<file path="config.mk">
export PLATFORM = sky130hd
export DESIGN_NAME = igc_ctrl
export DESIGN_NICKNAME = d
export VERILOG_FILES = /design/src/logic/igc_pkg.sv /design/src/logic/igc_ctrl.sv
export SDC_FILE = /design/constraint.sdc
export NUM_CORES = 1
export LEC_CHECK = 0
export ABC_AREA = 1
export ABC_CLOCK_PERIOD_IN_PS = 56200
export BUFFER_PORTS_ARGS = -buffer_cell sky130_fd_sc_hd__buf_2
export CELL_PAD_IN_SITES_DETAIL_PLACEMENT = 0
export CELL_PAD_IN_SITES_GLOBAL_PLACEMENT = 1
export CORE_ASPECT_RATIO = 1.75
export CORE_MARGIN = 1
export CORE_UTILIZATION = 45
export CTS_BUF_LIST = sky130_fd_sc_hd__clkbuf_4
export DETAILED_ROUTE_END_ITERATION = 12
export HOLD_SLACK_MARGIN = 0.15
export PLACE_DENSITY = 0.88
export SYNTH_ARGS = -nofsm -noshare
export SYNTH_HDL_FRONTEND = slang
export SYNTH_SLANG_ARGS = --single-unit
</file>
<file path="constraint.sdc">
create_clock -name clock_i -period 56.2 [get_ports clock_i]
set_clock_uncertainty 0.2 [all_clocks]
set_input_delay 8.43 -clock clock_i [delete_from_list [all_inputs] [get_ports clock_i]]
set_output_delay 8.43 -clock clock_i [all_outputs]
set_load 0.03 [all_outputs]
</file>
<file path="src/logic/igc_pkg.sv">
// Constants, register map and types of the interrupt gating and control block
package igc_pkg;

  // ****************************************************************
  // Interrupt control register map (register indices)
  // ****************************************************************
  localparam int IC_N = 43;
  localparam logic [7:0] IC_IDX [IC_N] = '{
    8'h42, 8'h43, 8'h44, 8'h45, 8'h46, 8'h47, 8'h48, 8'h49,
    8'h4a, 8'h4b, 8'h4c, 8'h4d, 8'h4e, 8'h4f, 8'h50, 8'h51,
    8'h52, 8'h53, 8'h54, 8'h55, 8'h56, 8'h57, 8'h58, 8'h59,
    8'h5a, 8'h5b, 8'h5c, 8'h5d, 8'h5e, 8'h5f, 8'h69, 8'h6a,
    8'h6b, 8'h6c, 8'h6d, 8'h6e, 8'h6f, 8'h70, 8'h71, 8'h72,
    8'h73, 8'h7b, 8'h7c};
  // External pin source slots; bits 5:4 reset to zero in every slot
  localparam logic [IC_N-1:0] IC_EXT_PIN = 43'h000_3800_00c7;
  // Slots shared by two sources
  localparam logic [IC_N-1:0] IC_SHARED  = 43'h0db_0000_00f0;

  // Control and status registers (register indices)
  localparam logic [7:0] IDX_FLAGS    = 8'h80;
  localparam logic [7:0] IDX_IRQ_STAT = 8'h81;
  localparam logic [7:0] IDX_IRQ_MASK = 8'h82;
  localparam logic [7:0] IDX_SEL_LO   = 8'h83;
  localparam logic [7:0] IDX_SEL_HI   = 8'h84;

  // ****************************************************************
  // Field positions and reset values
  // ****************************************************************
  localparam int IC_LVL_LSB = 0;
  localparam int IC_REQ_BIT = 3;
  localparam int IC_EXT_LSB = 4;
  localparam int FL_I_BIT   = 0;
  localparam int FL_U_BIT   = 1;
  localparam int FL_IPL_LSB = 4;
  localparam int ST_ACCEPT  = 0;
  localparam int ST_SWINT   = 1;
  localparam int ST_BADADDR = 2;
  localparam int ST_W       = 3;
  localparam logic [2:0] IPL_RESET  = 3'h0;
  localparam logic       I_RESET    = 1'b0;
  localparam logic       U_RESET    = 1'b0;
  localparam logic [5:0] SWINT_U_MAX = 6'h1f;

  // AHB-Lite encodings
  localparam logic [1:0] HTRANS_IDLE   = 2'h0;
  localparam logic [1:0] HTRANS_NONSEQ = 2'h2;
  localparam logic       HRESP_OKAY    = 1'b0;

  // ****************************************************************
  // Types
  // ****************************************************************
  typedef struct packed {
    logic [1:0] ext;
    logic       req;
    logic [2:0] lvl;
  } igc_ic_t;

  typedef struct packed {
    logic       i;
    logic       u;
    logic [2:0] processor_priority_level;
  } igc_flags_t;

endpackage

</file>
<file path="src/logic/igc_ctrl.sv">
// Interrupt gating, priority arbitration and control registers
//
// Function
// - Enable flag zero blocks maskable requests
// - Accepting a request clears enable flag
// - Stack select zero picks interrupt stack
// - Hardware accept or low software number clears select
// - Three-bit processor priority level, 0 to 7
// - Request passes only above processor level
// - Reserved bits written zero, read as zero
// - Control registers six bits wide, all bits reset to zero
// - One control register serves two sources
`timescale 1ns/1ps
`default_nettype none

module igc_ctrl (
  input  wire logic        clock_i,
  input  wire logic        srst_i,
  // AHB-Lite slave
  input  wire logic        hsel_i,
  input  wire logic [31:0] haddr_i,
  input  wire logic [1:0]  htrans_i,
  input  wire logic        hwrite_i,
  input  wire logic [2:0]  hsize_i,
  input  wire logic [31:0] hwdata_i,
  input  wire logic        hready_i,
  output logic             hreadyout_o,
  output logic             hresp_o,
  output logic [31:0]      hrdata_o,
  // Peripheral request events, one-cycle pulses
  input  wire logic [42:0] src_a_i,
  input  wire logic [42:0] src_b_i,
  // Core side
  input  wire logic        irq_ack_i,
  input  wire logic        swint_i,
  input  wire logic [5:0]  swint_num_i,
  output logic             irq_req_o,
  output logic [5:0]       irq_slot_o,
  output logic [2:0]       irq_lvl_o,
  output logic             int_enable_o,
  output logic             user_stack_sel_o,
  output logic [2:0]       processor_priority_level_o,
  // Summary interrupt
  output logic             irq_o
);

  localparam int N = igc_pkg::IC_N;

  // ****************************************************************
  // State
  // ****************************************************************
  igc_pkg::igc_ic_t    ic [N];
  igc_pkg::igc_flags_t flags;
  logic [N-1:0]        src_sel;
  logic [igc_pkg::ST_W-1:0] stat;
  logic [igc_pkg::ST_W-1:0] mask;

  // Bus data-phase capture
  logic       dp_write;
  logic [7:0] dp_idx;
  logic       dp_valid;

  // Decode and arbitration results
  logic       ap_valid;
  logic [7:0] ap_idx;
  logic       ap_hit_ic;
  logic [5:0] ap_slot;
  logic       ap_mapped;
  logic       wr_hit_ic;
  logic [5:0] wr_slot;
  logic       wr_en;
  logic [N-1:0] ev;
  logic       best_ok;
  logic [5:0] best_slot;
  logic [2:0] best_lvl;
  logic       accept;
  logic       swint_low;
  logic [31:0] next_rdata;

  // ****************************************************************
  // Address decode
  // ****************************************************************
  // Address phase taken when the bus is ready and a transfer is active
  assign ap_valid = hsel_i & hready_i & htrans_i[1];
  assign ap_idx   = haddr_i[9:2];
  assign wr_en    = dp_valid & dp_write;

  // Map an index onto a control register slot
  always_comb begin
    ap_hit_ic = 1'b0;
    ap_slot   = 6'h0;
    wr_hit_ic = 1'b0;
    wr_slot   = 6'h0;
    for (int k = 0; k < N; k++) begin
      if (igc_pkg::IC_IDX[k] == ap_idx) begin
        ap_hit_ic = 1'b1;
        ap_slot   = 6'(k);
      end
      if (igc_pkg::IC_IDX[k] == dp_idx) begin
        wr_hit_ic = 1'b1;
        wr_slot   = 6'(k);
      end
    end
  end

  // Known location check; upper address bits must be zero
  always_comb begin
    ap_mapped = 1'b0;
    if (haddr_i[31:10] == 22'h0) begin
      case (ap_idx)
        igc_pkg::IDX_FLAGS,
        igc_pkg::IDX_IRQ_STAT,
        igc_pkg::IDX_IRQ_MASK,
        igc_pkg::IDX_SEL_LO,
        igc_pkg::IDX_SEL_HI: ap_mapped = 1'b1;
        default:             ap_mapped = ap_hit_ic;
      endcase
    end
  end

  // ****************************************************************
  // Request sources and arbitration
  // ****************************************************************
  // Shared slots pick their source through the select bits
  always_comb begin
    for (int k = 0; k < N; k++) begin
      ev[k] = (igc_pkg::IC_SHARED[k] & src_sel[k]) ? src_b_i[k] : src_a_i[k];
    end
  end

  // Highest level wins, lowest slot breaks a tie
  always_comb begin
    best_ok   = 1'b0;
    best_slot = 6'h0;
    best_lvl  = 3'h0;
    for (int k = 0; k < N; k++) begin
      if (ic[k].req && ic[k].lvl > flags.processor_priority_level) begin
        if (!best_ok || ic[k].lvl > best_lvl) begin
          best_ok   = 1'b1;
          best_slot = 6'(k);
          best_lvl  = ic[k].lvl;
        end
      end
    end
  end

  // Core takes the offered request
  assign accept    = irq_ack_i & irq_req_o;
  assign swint_low = swint_i & (swint_num_i <= igc_pkg::SWINT_U_MAX);

  // ****************************************************************
  // Interrupt control registers
  // ****************************************************************
  // Source event sets the request flag and wins over clears
  always_ff @(posedge clock_i) begin
    if (srst_i) begin
      for (int k = 0; k < N; k++) begin
        ic[k] <= '0;
      end
    end else begin
      for (int k = 0; k < N; k++) begin
        if (wr_en && wr_hit_ic && wr_slot == 6'(k)) begin
          ic[k].lvl <= hwdata_i[igc_pkg::IC_LVL_LSB +: 3];
          ic[k].ext <= hwdata_i[igc_pkg::IC_EXT_LSB +: 2];
          ic[k].req <= hwdata_i[igc_pkg::IC_REQ_BIT] | ev[k];
        end else if (accept && irq_slot_o == 6'(k)) begin
          ic[k].req <= ev[k];
        end else if (ev[k]) begin
          ic[k].req <= 1'b1;
        end
      end
    end
  end

  // Source select bits for shared slots
  always_ff @(posedge clock_i) begin
    if (srst_i) begin
      src_sel <= '0;
    end else if (wr_en && dp_idx == igc_pkg::IDX_SEL_LO) begin
      src_sel[31:0] <= hwdata_i & igc_pkg::IC_SHARED[31:0];
    end else if (wr_en && dp_idx == igc_pkg::IDX_SEL_HI) begin
      src_sel[N-1:32] <= hwdata_i[N-33:0] & igc_pkg::IC_SHARED[N-1:32];
    end
  end

  // ****************************************************************
  // Processor flags
  // ****************************************************************
  // Enable flag: cleared by any accept or software interrupt, else software write
  always_ff @(posedge clock_i) begin
    if (srst_i) begin
      flags.i <= igc_pkg::I_RESET;
    end else if (accept || swint_i) begin
      flags.i <= 1'b0;
    end else if (wr_en && dp_idx == igc_pkg::IDX_FLAGS) begin
      flags.i <= hwdata_i[igc_pkg::FL_I_BIT];
    end
  end

  // Stack select flag
  always_ff @(posedge clock_i) begin
    if (srst_i) begin
      flags.u <= igc_pkg::U_RESET;
    end else if (accept || swint_low) begin
      flags.u <= 1'b0;
    end else if (wr_en && dp_idx == igc_pkg::IDX_FLAGS) begin
      flags.u <= hwdata_i[igc_pkg::FL_U_BIT];
    end
  end

  // Priority level: raised to the accepted level
  always_ff @(posedge clock_i) begin
    if (srst_i) begin
      flags.processor_priority_level <= igc_pkg::IPL_RESET;
    end else if (accept) begin
      flags.processor_priority_level <= irq_lvl_o;
    end else if (wr_en && dp_idx == igc_pkg::IDX_FLAGS) begin
      flags.processor_priority_level <= hwdata_i[igc_pkg::FL_IPL_LSB +: 3];
    end
  end

  // ****************************************************************
  // Request to the core
  // ****************************************************************
  // Offer drops in the cycle after an accept
  always_ff @(posedge clock_i) begin
    if (srst_i) begin
      irq_req_o  <= 1'b0;
      irq_slot_o <= 6'h0;
      irq_lvl_o  <= 3'h0;
    end else if (accept) begin
      irq_req_o <= 1'b0;
    end else begin
      irq_req_o  <= flags.i & best_ok;
      irq_slot_o <= best_slot;
      irq_lvl_o  <= best_lvl;
    end
  end

  // Flag copies for the core
  always_ff @(posedge clock_i) begin
    if (srst_i) begin
      int_enable_o               <= igc_pkg::I_RESET;
      user_stack_sel_o           <= igc_pkg::U_RESET;
      processor_priority_level_o <= igc_pkg::IPL_RESET;
    end else begin
      int_enable_o               <= flags.i;
      user_stack_sel_o           <= flags.u;
      processor_priority_level_o <= flags.processor_priority_level;
    end
  end

  // ****************************************************************
  // Event status, mask and summary interrupt
  // ****************************************************************
  // Sticky status, write one to clear, set wins
  always_ff @(posedge clock_i) begin
    if (srst_i) begin
      stat <= '0;
    end else begin
      if (wr_en && dp_idx == igc_pkg::IDX_IRQ_STAT) begin
        stat <= stat & ~hwdata_i[igc_pkg::ST_W-1:0];
      end
      if (accept) begin
        stat[igc_pkg::ST_ACCEPT] <= 1'b1;
      end
      if (swint_i) begin
        stat[igc_pkg::ST_SWINT] <= 1'b1;
      end
      if (ap_valid && !ap_mapped) begin
        stat[igc_pkg::ST_BADADDR] <= 1'b1;
      end
    end
  end

  // Mask register
  always_ff @(posedge clock_i) begin
    if (srst_i) begin
      mask <= '0;
    end else if (wr_en && dp_idx == igc_pkg::IDX_IRQ_MASK) begin
      mask <= hwdata_i[igc_pkg::ST_W-1:0];
    end
  end

  // Summary output
  always_ff @(posedge clock_i) begin
    if (srst_i) begin
      irq_o <= 1'b0;
    end else begin
      irq_o <= |(stat & mask);
    end
  end

  // ****************************************************************
  // AHB-Lite slave
  // ****************************************************************
  // Read data chosen in the address phase; reserved bits read zero
  always_comb begin
    next_rdata = 32'h0;
    if (ap_hit_ic) begin
      next_rdata[5:0] = ic[ap_slot];
    end else begin
      case (ap_idx)
        igc_pkg::IDX_FLAGS: begin
          next_rdata[igc_pkg::FL_I_BIT]        = flags.i;
          next_rdata[igc_pkg::FL_U_BIT]        = flags.u;
          next_rdata[igc_pkg::FL_IPL_LSB +: 3] = flags.processor_priority_level;
        end
        igc_pkg::IDX_IRQ_STAT: next_rdata[igc_pkg::ST_W-1:0] = stat;
        igc_pkg::IDX_IRQ_MASK: next_rdata[igc_pkg::ST_W-1:0] = mask;
        igc_pkg::IDX_SEL_LO:   next_rdata = src_sel[31:0];
        igc_pkg::IDX_SEL_HI:   next_rdata[N-33:0] = src_sel[N-1:32];
        default:               next_rdata = 32'h0;
      endcase
      if (!ap_mapped) begin
        next_rdata = 32'h0;
      end
    end
  end

  // Capture the address phase for the data phase
  always_ff @(posedge clock_i) begin
    if (srst_i) begin
      dp_valid <= 1'b0;
      dp_write <= 1'b0;
      dp_idx   <= 8'h0;
    end else if (hready_i) begin
      dp_valid <= ap_valid & ap_mapped;
      dp_write <= hwrite_i;
      dp_idx   <= ap_idx;
    end
  end

  // Zero-wait answer, always OKAY
  always_ff @(posedge clock_i) begin
    if (srst_i) begin
      hreadyout_o <= 1'b1;
      hresp_o     <= igc_pkg::HRESP_OKAY;
      hrdata_o    <= 32'h0;
    end else begin
      hreadyout_o <= 1'b1;
      hresp_o     <= igc_pkg::HRESP_OKAY;
      if (ap_valid && !hwrite_i) begin
        hrdata_o <= next_rdata;
      end
    end
  end

endmodule

`default_nettype wire

</file>
==> results by group, run 1 <==
Yosys
  • Syn Inst Count: 3579
  • FF+latch count, synth: 313
  • Syn Area/Cell: 7.183 sq um
  • Post-synth EDFFs: 258
  • Async S/R FF share, synth: 0%
  • Dominant synthesized flop cell: edfxtp_1
  • Synth warnings: 0
  • Number of distinct library cells after synthesis: 58
  • Register area share after synthesis: 34.42%
  • Mapped cell area: 0.02571 sq mm

Placed design
  • Pre-CTS WS: 7.918 ns
  • Port bufs: 123
  • Dpl hpwl: 70.86 mm
  • Dpl cell area: 0.02699 sq mm
  • Placer Congestion: 1.004
  • Placed cell count: 4383

CTS
  • CTS tree: built
  • CTS resizes: 0
  • H-tree lvl count: 3
  • Hold buffers post-CTS: 0
  • # clock sinks: 313
  • Clock slew seen by the registers of the worst setup and hold paths: 0.08 ns
  • Skew-Pair Late Insertion Delay: 0.86 ns
  • CTS Buffer Depth: 3
  • Total CTS buffers: 71
  • Root Driver: clkbuf_4
  • Setup Buffers After CTS: 0

Power and ir drop
  • Switching share of power: 51.46%
  • Power Dens Cells: 49.63 mW/mm^2
  • P_leak: 12.85 nW
  • Combinational group share of total power: 66.1%
  • Flop pwr share: 19.9%
  • Clock power frac: 14.0%
  • Maximum VDD drop: 0.09795 mV
  • Sw power: 713.0 uW
  • Power Internal: 672.6 uW

Die
  • Chip Height: 318.2 um
  • IO Pins: 218
  • Initial core utilization: 45.70%
  • Die area: 0.05813 sq mm
  • Die width: 182.7 um
  • # rows: 115
  • Core area: 0.05626 sq mm

Global route
  • Gr ovfl total: 0
  • Global Route Usage Sum: 31.97%
  • Number of global-route vias before repair: 24710
  • First-pass GRT wire length: 139.6 mm
  • Largest net degree at the start of global routing: 86
  • Initial antenna violation count: 1

Setup path
  • WS Path Type: reg2reg
  • CP dominant cell by count: nand2_1
  • Slowest CP cell: o21ai_0
  • Max incr delay on CP: 0.97 ns
  • Worst Path Required: 56.79 ns
  • Startpoint types: register
  • CP max FO: 10
  • Crit end category: register
  • Crit path arrival time: 49.07 ns

Flow run
  • Max Cap Viol: 0

Route
  • Post-route ant nets: 0
  • DR WL/cell: 20.66 um
  • Vias per cell: 5.673
  • WL final: 93.14 mm
  • Pre-antenna DRT Iters: 7
  • Vias: 25580
  • Initial drt markers: 1825
  • DRC: 0

Timing
  • Relative max-transition margin: 17.71%
  • Final setup vio count: 0
  • Max Fclk: 0.02063 GHz
  • Part of the cycle the worst path needs: 86.26%
  • Min Clock Period, post-route: 48.48 ns
  • RSZ-0062 raised after global routing: no
  • Final Max Slew Viols: 0
  • Total Neg Setup Slack: 0 ns
  • Final worst slack: 7.723 ns
  • Worst-Margin Slew: 1.221 ns
  • Final Hold Fails: 0

Layout
  • Fin nets: 4087
  • Most frequent cells in the layout: nand2_1 (635), nor2_1 (520), inv_1 (467)
  • Leading cell type in the layout, fill and taps excluded: nand2_1
  • Share of layout cells above drive strength 1: 11.56%
  • Final non-filler cell total: 4508
  • Final Cell Area: 0.02792 sq mm
  • Area growth syn-to-layout: 8.614%

Worst hold path
  • Worst min-delay path category: reg2reg

Run status
  • Status: finished, final reports clean
-- logic make-up (layout without fill, tap and decap cells) --
group	Yosys count	count (layout)	synth area share, %
AND/OR/NAND/NOR	1763	1763	30.61
AO/OA/AOI/OAI	639	639	14.09
buffers and inverters	629	773	9.607
flip-flops	313	313	34.42
adder cells (fa/ha/maj)	223	223	10.85
multiplexers	10	10	0.3894
other	2	27	0.02921
-- worst paths after layout --
check                           slack, ns  cells after the start                    endpoint                     start
worst max-delay path                 7.72                    384  irq_slot_o[4]$_SDFFE_PP0N_     flags[1]$_SDFFE_PP0P_
worst min-delay path                 0.27                      2    hrdata_o[1]$_SDFFE_PP0P_  hrdata_o[1]$_SDFFE_PP0P_
worst max register to register       7.72                    384  irq_slot_o[4]$_SDFFE_PP0N_     flags[1]$_SDFFE_PP0P_
worst min register to register       0.27                      2    hrdata_o[1]$_SDFFE_PP0P_  hrdata_o[1]$_SDFFE_PP0P_
-- registers in the layout, summed over array words and instances, names as in the netlist, 3 cells and up --
name                        cells
ic                            258
mask                            3
flags                           5
hrdata_o                        8
stat                            3
dp_idx                          8
irq_slot_o                      6
src_sel                        10
processor_priority_level_o      3
irq_lvl_o                       3
-- per-stage QoR --
| step | power, mW | utilization [%] | hold slack, ns |
|---|---|---|---|
| 3_5_place_dp | 1.188 | 47.98 | 0.2558 |
| 4_1_cts | 1.381 | 49.63 | 0.2664 |
| 6_report | 1.386 | 49.63 | 0.2670 |
| 2_1_floorplan | 0.9787 | - | 0.2195 |
| 5_1_grt | 1.523 | 49.63 | 0.2860 |
| 3_3_place_gp | 1.177 | 47.98 | 0.2522 |
-- final cells by class --
class	instances	area [sq um]
timing repair buffer	148	803.3
antenna	1	2.502
sequential	313	8850
multi-input combinational	2661	14510
inverter	501	1884
clock inverter	25	183.9
clock buffer	99	743.2
tap	760	950.9
fill	5757	28340
-- power by group through the flow --
stage	combinational [mW]	clock (mW)	sequential, mW
2_1_floorplan	0.698	0	0.281
3_3_place_gp	0.896	0	0.281
3_5_place_dp	0.907	0	0.281
4_1_cts	0.911	0.194	0.276
5_1_grt	1.04	0.203	0.277
6_report	0.916	0.193	0.276
-- critical path: cells and delay by family, from the launching register on --
kind | cells | cell delay [ns]
buffers and inverters | 45 | 2.55
AO/OA/AOI/OAI | 58 | 11.57
flip-flops | 1 | 0.36
AND/OR/NAND/NOR | 238 | 19.37
adder cells (fa/ha/maj) | 43 | 14.21
-- per-layer routing --
layer	global-route usage (%)	wire length, um
met1	30.66	30480
met2	57.94	46980
met3	5.867	6473
met4	27.77	9202
met5	0	0
-- Yosys cell counts (6+ instances only) --
cell type	instances	area, sq um
a211oi_1	24	180.2
a21oi_1	151	755.7
a221oi_1	6	52.55
a311oi_1	12	105.1
a31oi_1	10	62.56
buf_1	9	33.78
buf_4	27	202.7
clkbuf_1	90	337.8
dfxtp_1	55	1101
edfxtp_1	258	7747
ha_1	223	2790
inv_1	473	1775
inv_2	22	82.58
mux2i_1	10	100.1
nand2_1	635	2384
nand2_2	99	619.3
nand2_4	15	168.9
nand3_1	294	1471
nand3_2	6	60.06
nand3b_1	17	127.6
nand4_1	117	732.0
nor2_1	521	1956
nor3_1	25	125.1
nor4_1	16	100.1
o211ai_1	28	210.2
o21ai_0	326	1632
o21ai_1	6	30.03
o21bai_1	6	45.04
o221ai_1	14	122.6
o22ai_1	26	162.7
or2_2	8	50.05
No activity file was read; power rests on OpenSTA's default activity.
==> inputs of run 2 (changes only) <==
--- a/config.mk
+++ b/config.mk
@@ -12,11 +12,11 @@
 export CELL_PAD_IN_SITES_GLOBAL_PLACEMENT = 1
 export CORE_ASPECT_RATIO = 1.75
 export CORE_MARGIN = 1
-export CORE_UTILIZATION = 45
+export CORE_UTILIZATION = 46
 export CTS_BUF_LIST = sky130_fd_sc_hd__clkbuf_4
 export DETAILED_ROUTE_END_ITERATION = 12
 export HOLD_SLACK_MARGIN = 0.15
-export PLACE_DENSITY = 0.88
+export PLACE_DENSITY = 0.89
 export SYNTH_ARGS = -nofsm -noshare
 export SYNTH_HDL_FRONTEND = slang
 export SYNTH_SLANG_ARGS = --single-unit
==> run 2 against run 1 <==
Cell area is 0.17% lower. Combinational power down 0.7%. Flip-flop and latch count did not move. Utilization grew 0.87 points. Count of clock-buffer cells in the layout up 3. Non-clock buffer count rose by 1. Critical endpoint unchanged. Maximum frequency rose by 0.56%. Clock power is essentially flat. First-iteration DRC count rose by 3.5%. Critical path depth shrank 4. Worst setup slack better by 0.27 ns. Via count is 0.95% higher.
==> results by group, run 2 (synthesized netlist as in run 1, its figures left out) <==
Run status
  • Status: finished, final reports clean (unchanged)

Die
  • Die width: 180.7 um (was 182.7 um)
  • # rows: 114 (was 115)
  • Die area: 0.05687 sq mm (was 0.05813 sq mm)
  • Initial core utilization: 46.57% (was 45.70%)
  • Core area: 0.05520 sq mm (was 0.05626 sq mm)
  • Chip Height: 314.7 um (was 318.2 um)
  • IO Pins: 218 (unchanged)

CTS
  • # clock sinks: 313 (unchanged)
  • Hold buffers post-CTS: 0 (unchanged)
  • CTS resizes: 0 (unchanged)
  • Setup Buffers After CTS: 0 (unchanged)
  • H-tree lvl count: 3 (unchanged)
  • CTS Buffer Depth: 3 (unchanged)
  • Skew-Pair Late Insertion Delay: 0.83 ns (was 0.86 ns)
  • CTS tree: built (unchanged)
  • Total CTS buffers: 73 (was 71)
  • Root Driver: clkbuf_4 (unchanged)
  • Clock slew seen by the registers of the worst setup and hold paths: 0.08 ns (about the same)

Setup path
  • Crit path arrival time: 48.77 ns (was 49.07 ns)
  • CP max FO: 10 (unchanged)
  • Startpoint types: register (unchanged)
  • Worst Path Buf+Inv: 43 (was 45)
  • Max incr delay on CP: 0.44 ns (was 0.97 ns)
  • WS Path Type: reg2reg (unchanged)
  • Crit end category: register (unchanged)
  • R2R Setup Slk: 7.99 ns (was 7.72 ns)
  • Crit path max-delay family: simple AND/OR/NAND/NOR gates (unchanged)
  • Slowest CP cell: o21ai_0 (unchanged)
  • Worst Path Required: 56.76 ns (was 56.79 ns)
  • CP dominant cell by count: nand2_1 (unchanged)

Worst hold path
  • Worst min-delay path category: reg2reg (unchanged)

Placed design
  • Port bufs: 123 (unchanged)
  • Dpl hpwl: 70.77 mm (was 70.86 mm)
  • Pre-CTS WS: 8.136 ns (was 7.918 ns)
  • Placer Congestion: 0.9862 (was 1.004)

Timing
  • Final worst slack: 7.992 ns (was 7.723 ns)
  • Final Hold Fails: 0 (unchanged)
  • Final setup vio count: 0 (unchanged)
  • Min Hold Slack: 0.2726 ns (was 0.2670 ns)
  • Relative max-transition margin: 14.57% (was 17.71%)
  • Min Clock Period, post-route: 48.21 ns (was 48.48 ns)
  • Final Max Slew Viols: 0 (unchanged)
  • Total Neg Setup Slack: 0 ns (unchanged)
  • Part of the cycle the worst path needs: 85.78% (was 86.26%)
  • RSZ-0062 raised after global routing: no (unchanged)
  • Max Fclk: 0.02074 GHz (was 0.02063 GHz)
  • Worst-Margin Slew: 1.277 ns (was 1.221 ns)

Layout
  • Most frequent cells in the layout: nand2_1 (635), nor2_1 (520), inv_1 (467) (unchanged)
  • Fin nets: 4090 (was 4087)
  • Leading cell type in the layout, fill and taps excluded: nand2_1 (unchanged)
  • Max FFs per register: 258 (unchanged)
  • Share of layout cells above drive strength 1: 11.69% (was 11.56%)
  • Top flop regs: ic x258, src_sel x10 (unchanged)
  • Fillers: 5610 (was 5757)
  • FF/Latch Area: 0.008850 sq mm (unchanged)
  • Post-layout utilization of the core: 50.50% (was 49.63%)
  • Area growth syn-to-layout: 8.434% (was 8.614%)
  • Footprint of the multi-input gates: 0.01451 sq mm (unchanged)
  • Biggest register: ic (unchanged)

Global route
  • Initial antenna violation count: 5 (was 1)
  • Gr ovfl total: 0 (unchanged)
  • Global Route Usage Sum: 32.60% (was 31.97%)
  • Largest net degree at the start of global routing: 90 (was 86)
  • First-pass GRT wire length: 138.9 mm (was 139.6 mm)
  • Number of global-route vias before repair: 24710 (about the same)

Flow run
  • Max Cap Viol: 0 (unchanged)

Route
  • WL final: 93.56 mm (was 93.14 mm)
  • Vias per cell: 5.797 (was 5.673)
  • Vias: 25820 (was 25580)
  • Post-route ant nets: 0 (unchanged)
  • DRC: 0 (unchanged)
  • Initial drt markers: 1888 (was 1825)
  • DR WL/cell: 21.01 um (was 20.66 um)
  • Pre-antenna DRT Iters: 6 (was 7)

Power and ir drop
  • Power Dens Cells: 49.59 mW/mm^2 (was 49.63 mW/mm^2)
  • P_leak: 12.89 nW (was 12.85 nW)
  • Overall Power: 1.382 mW (was 1.386 mW)
  • Maximum VDD drop: 0.09767 mV (was 0.09795 mV)
==> run 2: changes by cell type in the layout (fill, tap and decap cells not counted), sizes merged <==
cell,before,now
clkbuf,99,102
buf,148,149
clkinvlp,4,3
clkinv,22,28
diode,1,2
==> run 2: worst min-delay path, cell delays in order, from the launching register on <==
cell,delay (ns)
dfxtp_1,0.31
nand2_1,0.06
a21oi_1,0.06
==> run 2: routing by layer <==
metal / up-vias / GRT usage, % / wire, um
li1: 12420 / - / -
met5: - / 0 / 40
met4: 4 / 28.71 / 8828
met3: 396 / 5.591 / 7086
met2: 1194 / 59.26 / 46790
met1: 11800 / 31.73 / 30810
==> run 2: worst paths after layout <==
check / startpoint / to / cells after the start
max: flags[1]$_SDFFE_PP0P_ / irq_slot_o[4]$_SDFFE_PP0N_ / 380
min: dp_valid$_SDFFE_PP0P_ / dp_valid$_SDFFE_PP0P_ / 2
max reg2reg: flags[1]$_SDFFE_PP0P_ / irq_slot_o[4]$_SDFFE_PP0N_ / 380
min reg2reg: dp_valid$_SDFFE_PP0P_ / dp_valid$_SDFFE_PP0P_ / 2
==> run 2: metrics by stage <==
| stage | cells | area, sq um |
|---|---|---|
| after CTS | 4452 | 27870 |
| final | 4454 | 27880 |
| after global placement | 4320 | 26920 |
| after detailed placement | 4320 | 26920 |
| after floorplan | 3603 | 25800 |
| after global routing | 4454 | 27880 |
==> run 2: layout make-up <==
type	count	area share [%]
well taps	696	3.124
flip-flops and latches	313	31.75
clock buffers	102	2.747
multi-input cells	2661	52.03
inverters	501	6.759
clock inverters	30	0.6643
repair buffers	149	2.908
diodes	2	0.01795
==> run 2: power breakdown <==
| group | internal (mW) | leakage, nW | total, mW | switching (mW) |
|---|---|---|---|---|
| Sequential | 0.265 | 3.12 | 0.276 | 0.0112 |
| Combinational | 0.315 | 9.20 | 0.910 | 0.595 |
| Clock | 0.0941 | 0.567 | 0.196 | 0.102 |
| Total | 0.675 | 12.9 | 1.38 | 0.708 |
